===== src/rssd_map.vh =====
// Purpose: Constants for the relay self-supervision block
// Assumes: Included by rssd_top.v
// Notes: Offsets are word indices on the plain register port
`ifndef RSSD_MAP_VH
`define RSSD_MAP_VH
`define RSSD_ADDR_W 4
`define RSSD_OFS_RELAY_DIAG 4'h0
`define RSSD_OFS_SECOND_DIAG 4'h1
`define RSSD_OFS_HEALTH_DIAG 4'h2
`define RSSD_OFS_COMM_DIAG 4'h3
`define RSSD_OFS_STATUS 4'h4
`define RSSD_OFS_CONTROL 4'h5
`define RSSD_OFS_EVENT 4'h6
`define RSSD_ST_BOOT 3'h0
`define RSSD_ST_RUN 3'h1
`define RSSD_ST_RESTART 3'h2
`define RSSD_ST_RECOVER 3'h3
`define RSSD_ST_PERM 3'h4
`define RSSD_EVT_ON 8'h38
`define RSSD_EVT_OFF 8'h39
`define RSSD_CTL_KICK 4'h0
`define RSSD_CTL_BOOT_OK 4'h1
`define RSSD_CTL_CLEAR 4'h2
`define RSSD_HEALTH_MASK 16'hffdf
`define RSSD_COMM_MASK 3'h6
`define RSSD_LVL_SUPPLY 0
`define RSSD_LVL_PANEL 1
`define RSSD_CNT_ZERO 32'h00000000
`define RSSD_WDG_TIMEOUT_US 1000
`define RSSD_RST_PULSE_US 10
`define RSSD_RECOVER_US 100000
`define RSSD_CLK_MHZ 200
`define RSSD_ZERO16 16'h0000
`endif


===== src/rssd_top.v =====
// Purpose: Watchdog and self-diagnostic status logic of a protection relay
// Assumes: Host microcontroller kicks the watchdog and posts boot results over the register port
// Notes: One clock, no interrupts, all diagnostic words read-only
//
// How it works
// On missed kicks the watchdog pulses the controller restart output.
// A restart not followed by a kick raises the permanent fault output.
// Permanent fault gates off every output relay but the status relay.
// Status relay energized only while supply good and no permanent fault.
// Internal rail faults feed health word and count as inoperative condition.
// Boot check result gates entry to run; runtime faults are monitored continuously.
// Permanent state drops status relay, lights LED, raises panel fault message.
// Temporary fault onset sets matrix signal and posts the onset event code.
// Temporary fault clearing posts the separate off event code.
// Latched diagnostic state clears only by the local panel reset command.
// Four 16-bit diagnostic words readable on the register port.
// Relay word bits 0-3 trip relay faults, bit 4 alarm relay fault.
// Health word bits 0-3 current loop, stack, memory, background timeout.
// Health word bit 4 input, bit 6 arc card, bit 7 seconds tick.
// Health bits 8 setting, 9 overload, 10-11 rails, 12 overheat.
// Health bits 13-14 converter checks, bit 15 nonvolatile store.
// Comm word bit 1 link buffer, bit 2 product code fault.
// Event word carries code plus latched fault word for diagnostic view; offset 6 holds only the fault snapshot taken at onset, no code.
// Undefined diagnostic bits read as zero.
//
// Implementation choices: the strobed register port and the address map.
`include "rssd_map.vh"
`timescale 1ns/1ps
`default_nettype none
module rssd_top #(
	parameter WDG_CYCLES = `RSSD_WDG_TIMEOUT_US * `RSSD_CLK_MHZ,
	parameter RST_CYCLES = `RSSD_RST_PULSE_US * `RSSD_CLK_MHZ,
	parameter RECOVER_CYCLES = `RSSD_RECOVER_US * `RSSD_CLK_MHZ,
	parameter RELAYS = 5
) (
	// Clock and reset
	input wire mclk_i,
	input wire rstn_i,
	// Register port
	input wire [`RSSD_ADDR_W-1:0] addr_i,
	input wire [15:0] wdata_i,
	input wire wr_i,
	input wire rd_i,
	output reg [15:0] rdata_o,
	// Fault sources (asynchronous pins)
	input wire [4:0] relay_fault_i,
	input wire [15:0] health_fault_i,
	input wire [2:0] comm_fault_i,
	input wire supply_ok_i,
	input wire panel_reset_i,
	// Relay requests from the controller
	input wire [RELAYS-1:0] relay_req_i,
	// Outputs
	output wire [RELAYS-1:0] relay_drive_o,
	output reg inoperative_status_relay_o,
	output reg status_led_o,
	output reg panel_fault_msg_o,
	output reg perm_fault_o,
	output reg mcu_restart_o,
	output reg selfdiag_signal_o,
	output reg event_valid_o,
	output reg [7:0] event_code_o
);
	// ***************
	// Reset synchroniser
	// ***************
	reg [1:0] rst_sync_q;
	wire rst_n;
	always @(posedge mclk_i or negedge rstn_i) begin
		if (!rstn_i) begin
			rst_sync_q <= 2'h0;
		end else begin
			rst_sync_q <= {rst_sync_q[0], 1'b1};
		end
	end
	// Release waits two edges so no register leaves reset on a marginal edge
	assign rst_n = rst_sync_q[1];

	// ***************
	// Pin synchronisers
	// ***************
	// Second stage only is read; first stage feeds nothing else
	reg [13:0] hlo_s1_q;
	reg [13:0] hlo_s2_q;
	always @(posedge mclk_i or negedge rst_n) begin
		if (!rst_n) begin
			hlo_s1_q <= 14'h0000;
			hlo_s2_q <= 14'h0000;
		end else begin
			hlo_s1_q <= health_fault_i[13:0];
			hlo_s2_q <= hlo_s1_q;
		end
	end
	reg [4:0] rly_s1_q;
	reg [4:0] rly_s2_q;
	always @(posedge mclk_i or negedge rst_n) begin
		if (!rst_n) begin
			rly_s1_q <= 5'h00;
			rly_s2_q <= 5'h00;
		end else begin
			rly_s1_q <= relay_fault_i;
			rly_s2_q <= rly_s1_q;
		end
	end
	reg [2:0] com_s1_q;
	reg [2:0] com_s2_q;
	always @(posedge mclk_i or negedge rst_n) begin
		if (!rst_n) begin
			com_s1_q <= 3'h0;
			com_s2_q <= 3'h0;
		end else begin
			com_s1_q <= comm_fault_i;
			com_s2_q <= com_s1_q;
		end
	end
	// Supply and panel levels are slow; two flops are enough, no debounce
	reg [1:0] lvl_s1_q;
	reg [1:0] lvl_s2_q;
	always @(posedge mclk_i or negedge rst_n) begin
		if (!rst_n) begin
			lvl_s1_q <= 2'h0;
			lvl_s2_q <= 2'h0;
		end else begin
			lvl_s1_q <= {panel_reset_i, supply_ok_i};
			lvl_s2_q <= lvl_s1_q;
		end
	end
	reg [RELAYS-1:0] req_s1_q;
	reg [RELAYS-1:0] req_s2_q;
	always @(posedge mclk_i or negedge rst_n) begin
		if (!rst_n) begin
			req_s1_q <= {RELAYS{1'b0}};
			req_s2_q <= {RELAYS{1'b0}};
		end else begin
			req_s1_q <= relay_req_i;
			req_s2_q <= req_s1_q;
		end
	end
	reg [1:0] hs1_q;
	reg [1:0] hs2_q;
	always @(posedge mclk_i or negedge rst_n) begin
		if (!rst_n) begin
			hs1_q <= 2'h0;
			hs2_q <= 2'h0;
		end else begin
			hs1_q <= health_fault_i[15:14];
			hs2_q <= hs1_q;
		end
	end
	// Health bit 5 has no meaning and is forced to zero
	wire [15:0] health_now = {hs2_q, hlo_s2_q} & `RSSD_HEALTH_MASK;
	wire [4:0] relay_now = rly_s2_q;
	wire [2:0] comm_now = com_s2_q & `RSSD_COMM_MASK;
	wire supply_ok = lvl_s2_q[`RSSD_LVL_SUPPLY];
	wire panel_reset = lvl_s2_q[`RSSD_LVL_PANEL];
	wire rail_fault = health_now[10] | health_now[11];
	wire any_fault = (|health_now) | (|relay_now) | (|comm_now);

	// ***************
	// Watchdog state machine
	// ***************
	function [31:0] cnt_next;
		input [31:0] c;
		begin
			cnt_next = (c == `RSSD_CNT_ZERO) ? `RSSD_CNT_ZERO : c - 32'h1;
		end
	endfunction
	function cnt_done;
		input [31:0] c;
		begin
			cnt_done = (c == `RSSD_CNT_ZERO);
		end
	endfunction
	// Control word decode, shared by kick, boot result and clear
	function ctl_hit;
		input wr;
		input [`RSSD_ADDR_W-1:0] a;
		input [15:0] d;
		input [3:0] pos;
		begin
			ctl_hit = wr && (a == `RSSD_OFS_CONTROL) && d[pos];
		end
	endfunction
	wire kick = ctl_hit(wr_i, addr_i, wdata_i, `RSSD_CTL_KICK);
	wire boot_ok = ctl_hit(wr_i, addr_i, wdata_i, `RSSD_CTL_BOOT_OK);
	wire sw_clear = ctl_hit(wr_i, addr_i, wdata_i, `RSSD_CTL_CLEAR);
	reg [2:0] st_q;
	reg [2:0] st_d;
	reg [31:0] cnt_q;
	reg [31:0] cnt_d;
	reg restarted_q;
	reg restarted_d;
	always @* begin
		st_d = st_q;
		cnt_d = cnt_next(cnt_q);
		restarted_d = restarted_q;
		case (st_q)
			`RSSD_ST_BOOT: begin
				// Boot self-test must pass before supervision starts
				if (boot_ok && !any_fault) begin
					st_d = `RSSD_ST_RUN;
					cnt_d = WDG_CYCLES;
				end
			end
			`RSSD_ST_RUN: begin
				if (kick) begin
					cnt_d = WDG_CYCLES;
					restarted_d = 1'b0;
				end else if (cnt_done(cnt_q)) begin
					if (restarted_q) begin
						st_d = `RSSD_ST_PERM;
					end else begin
						st_d = `RSSD_ST_RESTART;
						cnt_d = RST_CYCLES;
					end
				end
			end
			`RSSD_ST_RESTART: begin
				if (cnt_done(cnt_q)) begin
					st_d = `RSSD_ST_RECOVER;
					cnt_d = RECOVER_CYCLES;
					restarted_d = 1'b1;
				end
			end
			`RSSD_ST_RECOVER: begin
				// One restart until a kick in run re-arms it; a silent controller after it is permanent
				if (kick) begin
					st_d = `RSSD_ST_RUN;
					cnt_d = WDG_CYCLES;
				end else if (cnt_done(cnt_q)) begin
					st_d = `RSSD_ST_PERM;
				end
			end
			`RSSD_ST_PERM: begin
				// Sticky until reset: only a power cycle or pin reset leaves it
				cnt_d = `RSSD_CNT_ZERO;
			end
			default: begin
				st_d = `RSSD_ST_BOOT;
			end
		endcase
	end
	always @(posedge mclk_i or negedge rst_n) begin
		if (!rst_n) begin
			st_q <= `RSSD_ST_BOOT;
			cnt_q <= `RSSD_CNT_ZERO;
			restarted_q <= 1'b0;
		end else begin
			st_q <= st_d;
			cnt_q <= cnt_d;
			restarted_q <= restarted_d;
		end
	end
	wire perm = (st_q == `RSSD_ST_PERM);

	// ***************
	// Relay outputs and panel indication
	// ***************
	// Blocking is combinational so no stale relay pulse escapes the fault
	assign relay_drive_o = perm ? {RELAYS{1'b0}} : req_s2_q;
	always @(posedge mclk_i or negedge rst_n) begin
		if (!rst_n) begin
			inoperative_status_relay_o <= 1'b0;
			status_led_o <= 1'b0;
			panel_fault_msg_o <= 1'b0;
			perm_fault_o <= 1'b0;
			mcu_restart_o <= 1'b0;
		end else begin
			// Working-current principle: energized only when past boot with supply good, no rail fault and no permanent fault
			inoperative_status_relay_o <= supply_ok && !perm && !rail_fault && st_q != `RSSD_ST_BOOT;
			status_led_o <= perm;
			panel_fault_msg_o <= perm;
			perm_fault_o <= perm;
			mcu_restart_o <= (st_q == `RSSD_ST_RESTART);
		end
	end

	// ***************
	// Temporary fault latch and events
	// ***************
	reg fault_prev_q;
	reg [15:0] latch_relay_q;
	reg [15:0] latch_health_q;
	reg [15:0] latch_comm_q;
	reg [15:0] ev_word_q;
	wire clear_req = panel_reset;
	always @(posedge mclk_i or negedge rst_n) begin
		if (!rst_n) begin
			fault_prev_q <= 1'b0;
			selfdiag_signal_o <= 1'b0;
			event_valid_o <= 1'b0;
			event_code_o <= 8'h00;
			latch_relay_q <= `RSSD_ZERO16;
			latch_health_q <= `RSSD_ZERO16;
			latch_comm_q <= `RSSD_ZERO16;
			ev_word_q <= `RSSD_ZERO16;
		end else begin
			fault_prev_q <= any_fault;
			event_valid_o <= 1'b0;
			if (any_fault && !fault_prev_q) begin
				event_valid_o <= 1'b1;
				event_code_o <= `RSSD_EVT_ON;
				ev_word_q <= health_now | {relay_now, 11'h000} | {comm_now, 13'h0000};
			end else if (!any_fault && fault_prev_q) begin
				event_valid_o <= 1'b1;
				event_code_o <= `RSSD_EVT_OFF;
			end
			// New faults win over a same-cycle clear
			if (any_fault) begin
				selfdiag_signal_o <= 1'b1;
			end else if (clear_req) begin
				selfdiag_signal_o <= 1'b0;
			end
			latch_relay_q <= (clear_req ? `RSSD_ZERO16 : latch_relay_q) | {11'h000, relay_now};
			latch_health_q <= (clear_req ? `RSSD_ZERO16 : latch_health_q) | health_now;
			latch_comm_q <= (clear_req ? `RSSD_ZERO16 : latch_comm_q) | {13'h0000, comm_now};
		end
	end
	wire unused_clear = sw_clear; // Remote clear clears nothing; it only shows in status word bit 5

	// ***************
	// Register read port
	// ***************
	// Read data is zero outside its slot so a bus OR of several slaves stays clean
	function [15:0] read_word;
		input [`RSSD_ADDR_W-1:0] a;
		input [15:0] relay_w;
		input [15:0] health_w;
		input [15:0] comm_w;
		input [15:0] status_w;
		input [15:0] event_w;
		begin
			case (a)
				`RSSD_OFS_RELAY_DIAG: read_word = relay_w;
				`RSSD_OFS_SECOND_DIAG: read_word = `RSSD_ZERO16;
				`RSSD_OFS_HEALTH_DIAG: read_word = health_w;
				`RSSD_OFS_COMM_DIAG: read_word = comm_w;
				`RSSD_OFS_STATUS: read_word = status_w;
				`RSSD_OFS_EVENT: read_word = event_w;
				default: read_word = `RSSD_ZERO16;
			endcase
		end
	endfunction
	wire [15:0] status_word = {10'h000, unused_clear, selfdiag_signal_o, perm, st_q};
	reg [15:0] rdata_d;
	always @* begin
		rdata_d = `RSSD_ZERO16;
		if (rd_i) begin
			rdata_d = read_word(addr_i, latch_relay_q, latch_health_q, latch_comm_q, status_word, ev_word_q);
		end
	end
	always @(posedge mclk_i or negedge rst_n) begin
		if (!rst_n) begin
			rdata_o <= `RSSD_ZERO16;
		end else begin
			rdata_o <= rdata_d;
		end
	end
endmodule // rssd_top
`default_nettype wire


===== config.mk =====
export PLATFORM = sky130hd
export DESIGN_NAME = rssd_top
export DESIGN_NICKNAME = d
export VERILOG_FILES = /design/src/rssd_top.v
export VERILOG_INCLUDE_DIRS = /design/src
export SDC_FILE = /design/constraint.sdc
export NUM_CORES = 1
export LEC_CHECK = 0
export BUFFER_PORTS_ARGS = -buffer_cell sky130_fd_sc_hd__buf_4
export CAP_MARGIN = 20
export CORE_MARGIN = 2
export CORE_UTILIZATION = 56
export CTS_CLUSTER_DIAMETER = 120
export DETAILED_ROUTE_END_ITERATION = 16
export PLACE_DENSITY = 0.79
export REMOVE_ABC_BUFFERS = 1
export SLEW_MARGIN = 15
export SYNTH_ARGS = -nofsm -noshare
export SYNTH_HDL_FRONTEND = slang
export SYNTH_SLANG_ARGS = --single-unit
export TNS_END_PERCENT = 10

===== constraint.sdc =====
create_clock -name mclk_i -period 6.6 [get_ports mclk_i]
set_clock_uncertainty 0.2 [all_clocks]
set_input_delay 0.66 -clock mclk_i [delete_from_list [all_inputs] [get_ports mclk_i]]
set_output_delay 0.66 -clock mclk_i [all_outputs]
set_load 0.1 [all_outputs]

==> qor.yml <==
placement:
  hpwl_um: 7780
  routabilityCongestion: 0.821
  portBuffers: 70
drt:
  maxUsedRoutingLayer: "met4"
  dr_wl_met2_um: 6220
  drt-total-wl_um: 11700
  wl_per_cell_um: 16.9
  drc: 0
  drt_iter0_drc: 311
  drt_pass1_iterations: 5
  vias: 3851
  met1_length_um: 4640
  route.met3.wl_um: 568
  drt-vias-per-instance: 5.57
  drtAntennaViolNets: 0
power_and_ir_drop:
  ir_drop_mv: 0.226
  p_leak_nw: 3.36
  switching_share_pct: 24.7
  power_frac_seq_pct: 49.6
  p_int_mw: 1.55
  power_switching_uw: 509
  powerDensity_mw_per_mm2: 287
  combPwrFrac_pct: 5.1
  clkPwrFrac_pct: 45.2
outcome:
  status: "finished clean"
run:
  max-cap-violations: 0
worst_setup_path:
  worstPathCellList: "nor2_1, nand2_1, and2_1, buf_4"
  cp_data_required_time_ns: 5.74
  cp_top_family: "simple AND/OR/NAND/NOR gates"
  crit_type: "reg -> out"
  crit_fanout: 11
  cp.arrival_ns: 2.02
  cpPeakStageDelay_ns: 0.52
  reg2reg_depth: 5
  crit_buf_inv: 1
  cp-end-kind: "output port"
  path_depth: 4
  worstSetupStartpointType: "flip-flop"
  worst_path_max_delay_cell: "dfrtp_1"
final_layout:
  drive_above_1_share_pct: 23.7
  final_cell_mix: "dfrtp_1, buf_4, nor2_1"
  syn_to_final_growth_pct: 19.8
  final_nets: 601
  diodes: 0
  final_common_cell: "dfrtp_1"
timing:
  finalSetupViolCount: 0
  hold_ws_ns: 0.0298
  clock.fmax_ghz: 0.348
  period_minus_slack_ns: 2.88
  relSlewSlack_pct: 26.8
  finalMaxSlewViolations: 0
  rsz0062_at_grt: "false"
  hold_viol: 0
  tightest_slew_ns: 1.09
  period_share_pct: 43.6
  tns_ns: 0
synthesis:
  synth-edff-count: 0
  yosys.area.top_type: "dfrtp_1"
  netlist_area_mm2: 0.00599
  yosysTopAreaCellShare_pct: 65.6
  ys_ff_latch: 157
  seq_area_frac_synth_pct: 65.6
  yosysWarnings: 0
  muxShareOfSynthArea_pct: 3.05
  syn_inst: 471
  ys_types: 57
  synthAdderAreaFrac_pct: 0.627
  synth_top_family_by_area: "simple AND/OR/NAND/NOR gates"
  ys.flop_type: "dfrtp_1"
  synth_area_leaders: "dfrtp_1, nor2_1, a21o_1"
  avgSynthCellArea_um2: 12.7
  synth_xor_area_share_pct: 3.51
  async_reset_ff_share_pct: 100
  synth_compound_area_share_pct: 9.50
  synthSimpleGateAreaFrac_pct: 14.7
die:
  die_area_mm2: 0.0115
  core.rowCount: 37
  die_y_um: 107
  die_w_um: 107
  fp.coreArea_mm2: 0.0104
  start_util_pct: 57.8
  pin_count: 91
clocking:
  insertion_delay_ns: 0.53
  cts_root_buffer: "clkbuf_8"
  h-tree-depth: 4
  cts_buffers: 17
  cts_tree: "done"
  cts.reportedPaths.clkPinSlew_ns: 0.07
  clock_path_buffers: 2
  post_cts.repair.setup_buffers: 0
  cts.sinks: 157
global_route:
  track_usage_pct: 22.6
  grt_pass1_wl_um: 19600
  grt_max_degree: 57
  grt_remaining_overflow: 0
  antenna_found_initial: 0
  grt_pass1_vias: 4043
min_path:
  hold_class: "in -> reg"
  min_path_cells: 1
Yosys cell counts, drive strengths merged, types with 3 or more instances:
library cell    n
or4             5
or2             6
xnor2          17
nor4           24
a22oi          10
buf            13
a21oi          10
mux2           10
clkbuf         12
nand2b          7
xor2            7
nand3           3
or3             4
inv            10
nor2           54
a21o           26
nand4           4
a211oi          4
and2            7
ha              3
a221oi          3
o21ai          11
nor3           13
mux2i           7
o41ai           3
nand3b          3
nand2          15
dfrtp         157
stage by stage:
| step | utilization (%) | setup slack [ns] | total power [mW] | instances | area (um2) |
|---|---|---|---|---|---|
| after global routing | 69.2 | 3.63 | 2.13 | 692 | 7180 |
| after CTS | 69.2 | 3.69 | 2.08 | 692 | 7180 |
| after detailed placement | 63.6 | 3.84 | 1.15 | 659 | 6590 |
| after global placement | 63.6 | 3.88 | 1.14 | 659 | 6590 |
| final | 69.2 | 3.72 | 2.06 | 692 | 7180 |
| after floorplan | - | 1.70 | 1.10 | 450 | 5870 |
cells by family (layout without fill, tap and decap cells):
kind of cell	after synthesis	after routing
DFF	157	157
and+or+nand+nor	154	154
AOI/OAI and AO/OA	79	79
buffers and inverters	35	116
xor gates and xnor gates	24	24
muxes	17	17
adders and majority gates	3	3
other	2	6
layer usage:
layer | track usage, % | up-vias
li1 | - | 1803
met3 | 5.63 | 20
met1 | 28.4 | 1930
met2 | 37.2 | 98
met5 | 0 | -
met4 | 10.1 | 0
power groups by stage:
stage          Sequential [mW]  Combinational [mW]  Clock (mW)
2_1_floorplan             1.05              0.0501           0
3_3_place_gp              1.04               0.104           0
3_5_place_dp              1.04               0.106           0
4_1_cts                   1.02               0.107       0.948
5_1_grt                   1.03               0.115       0.991
6_report                  1.02               0.106       0.931
final cells by class:
| cell class | instances | area, um2 |
|---|---|---|
| clock inverter | 15 | 159 |
| sequential | 157 | 3930 |
| inverter | 10 | 37.5 |
| fill | 738 | 3190 |
| tap | 136 | 170 |
| multi-input combinational | 283 | 1910 |
| clock buffer | 17 | 414 |
| timing repair buffer | 74 | 558 |
repair_timing:
item	CTS	global route
endpoints found under the hold margin	2	0
gates resized for setup	0	0
hold buffers	1	0
sequential cells by signal (all words and copies together) (netlist names), 3 cells and up:
name	flops
latch_relay_q	5
rly_s1_q	5
rdata_o	16
hlo_s2_q	13
cnt_next.c	32
st_q	3
req_s2_q	5
relay_now	5
latch_health_q	15
ev_word_q	15
hlo_s1_q	13
req_s1_q	5
path summary, 6_finish.rpt:
| check | to | slack [ns] | startpoint |
|---|---|---|---|
| max reg2reg | cnt_next.c[9]$_DFF_PN0_ | 3.80 | cnt_next.c[2]$_DFF_PN0_ |
| max | relay_drive_o[4] | 3.72 | st_q[1]$_DFFE_PN0P_ |
| min | lvl_s1_q[1]$_DFF_PN0_ | 0.03 | panel_reset_i |
| min reg2reg | rdata_o[12]$_DFF_PN0_ | 0.15 | rst_sync_q[1]$_DFF_PN0_ |
| min in group asynchronous | rdata_o[12]$_DFF_PN0_ | 0.15 | rst_sync_q[1]$_DFF_PN0_ |
| max in group asynchronous | latch_health_q[10]$_DFF_PN0_ | 4.31 | rst_sync_q[1]$_DFF_PN0_ |
Note: power is estimated with default switching activity, not from simulation.
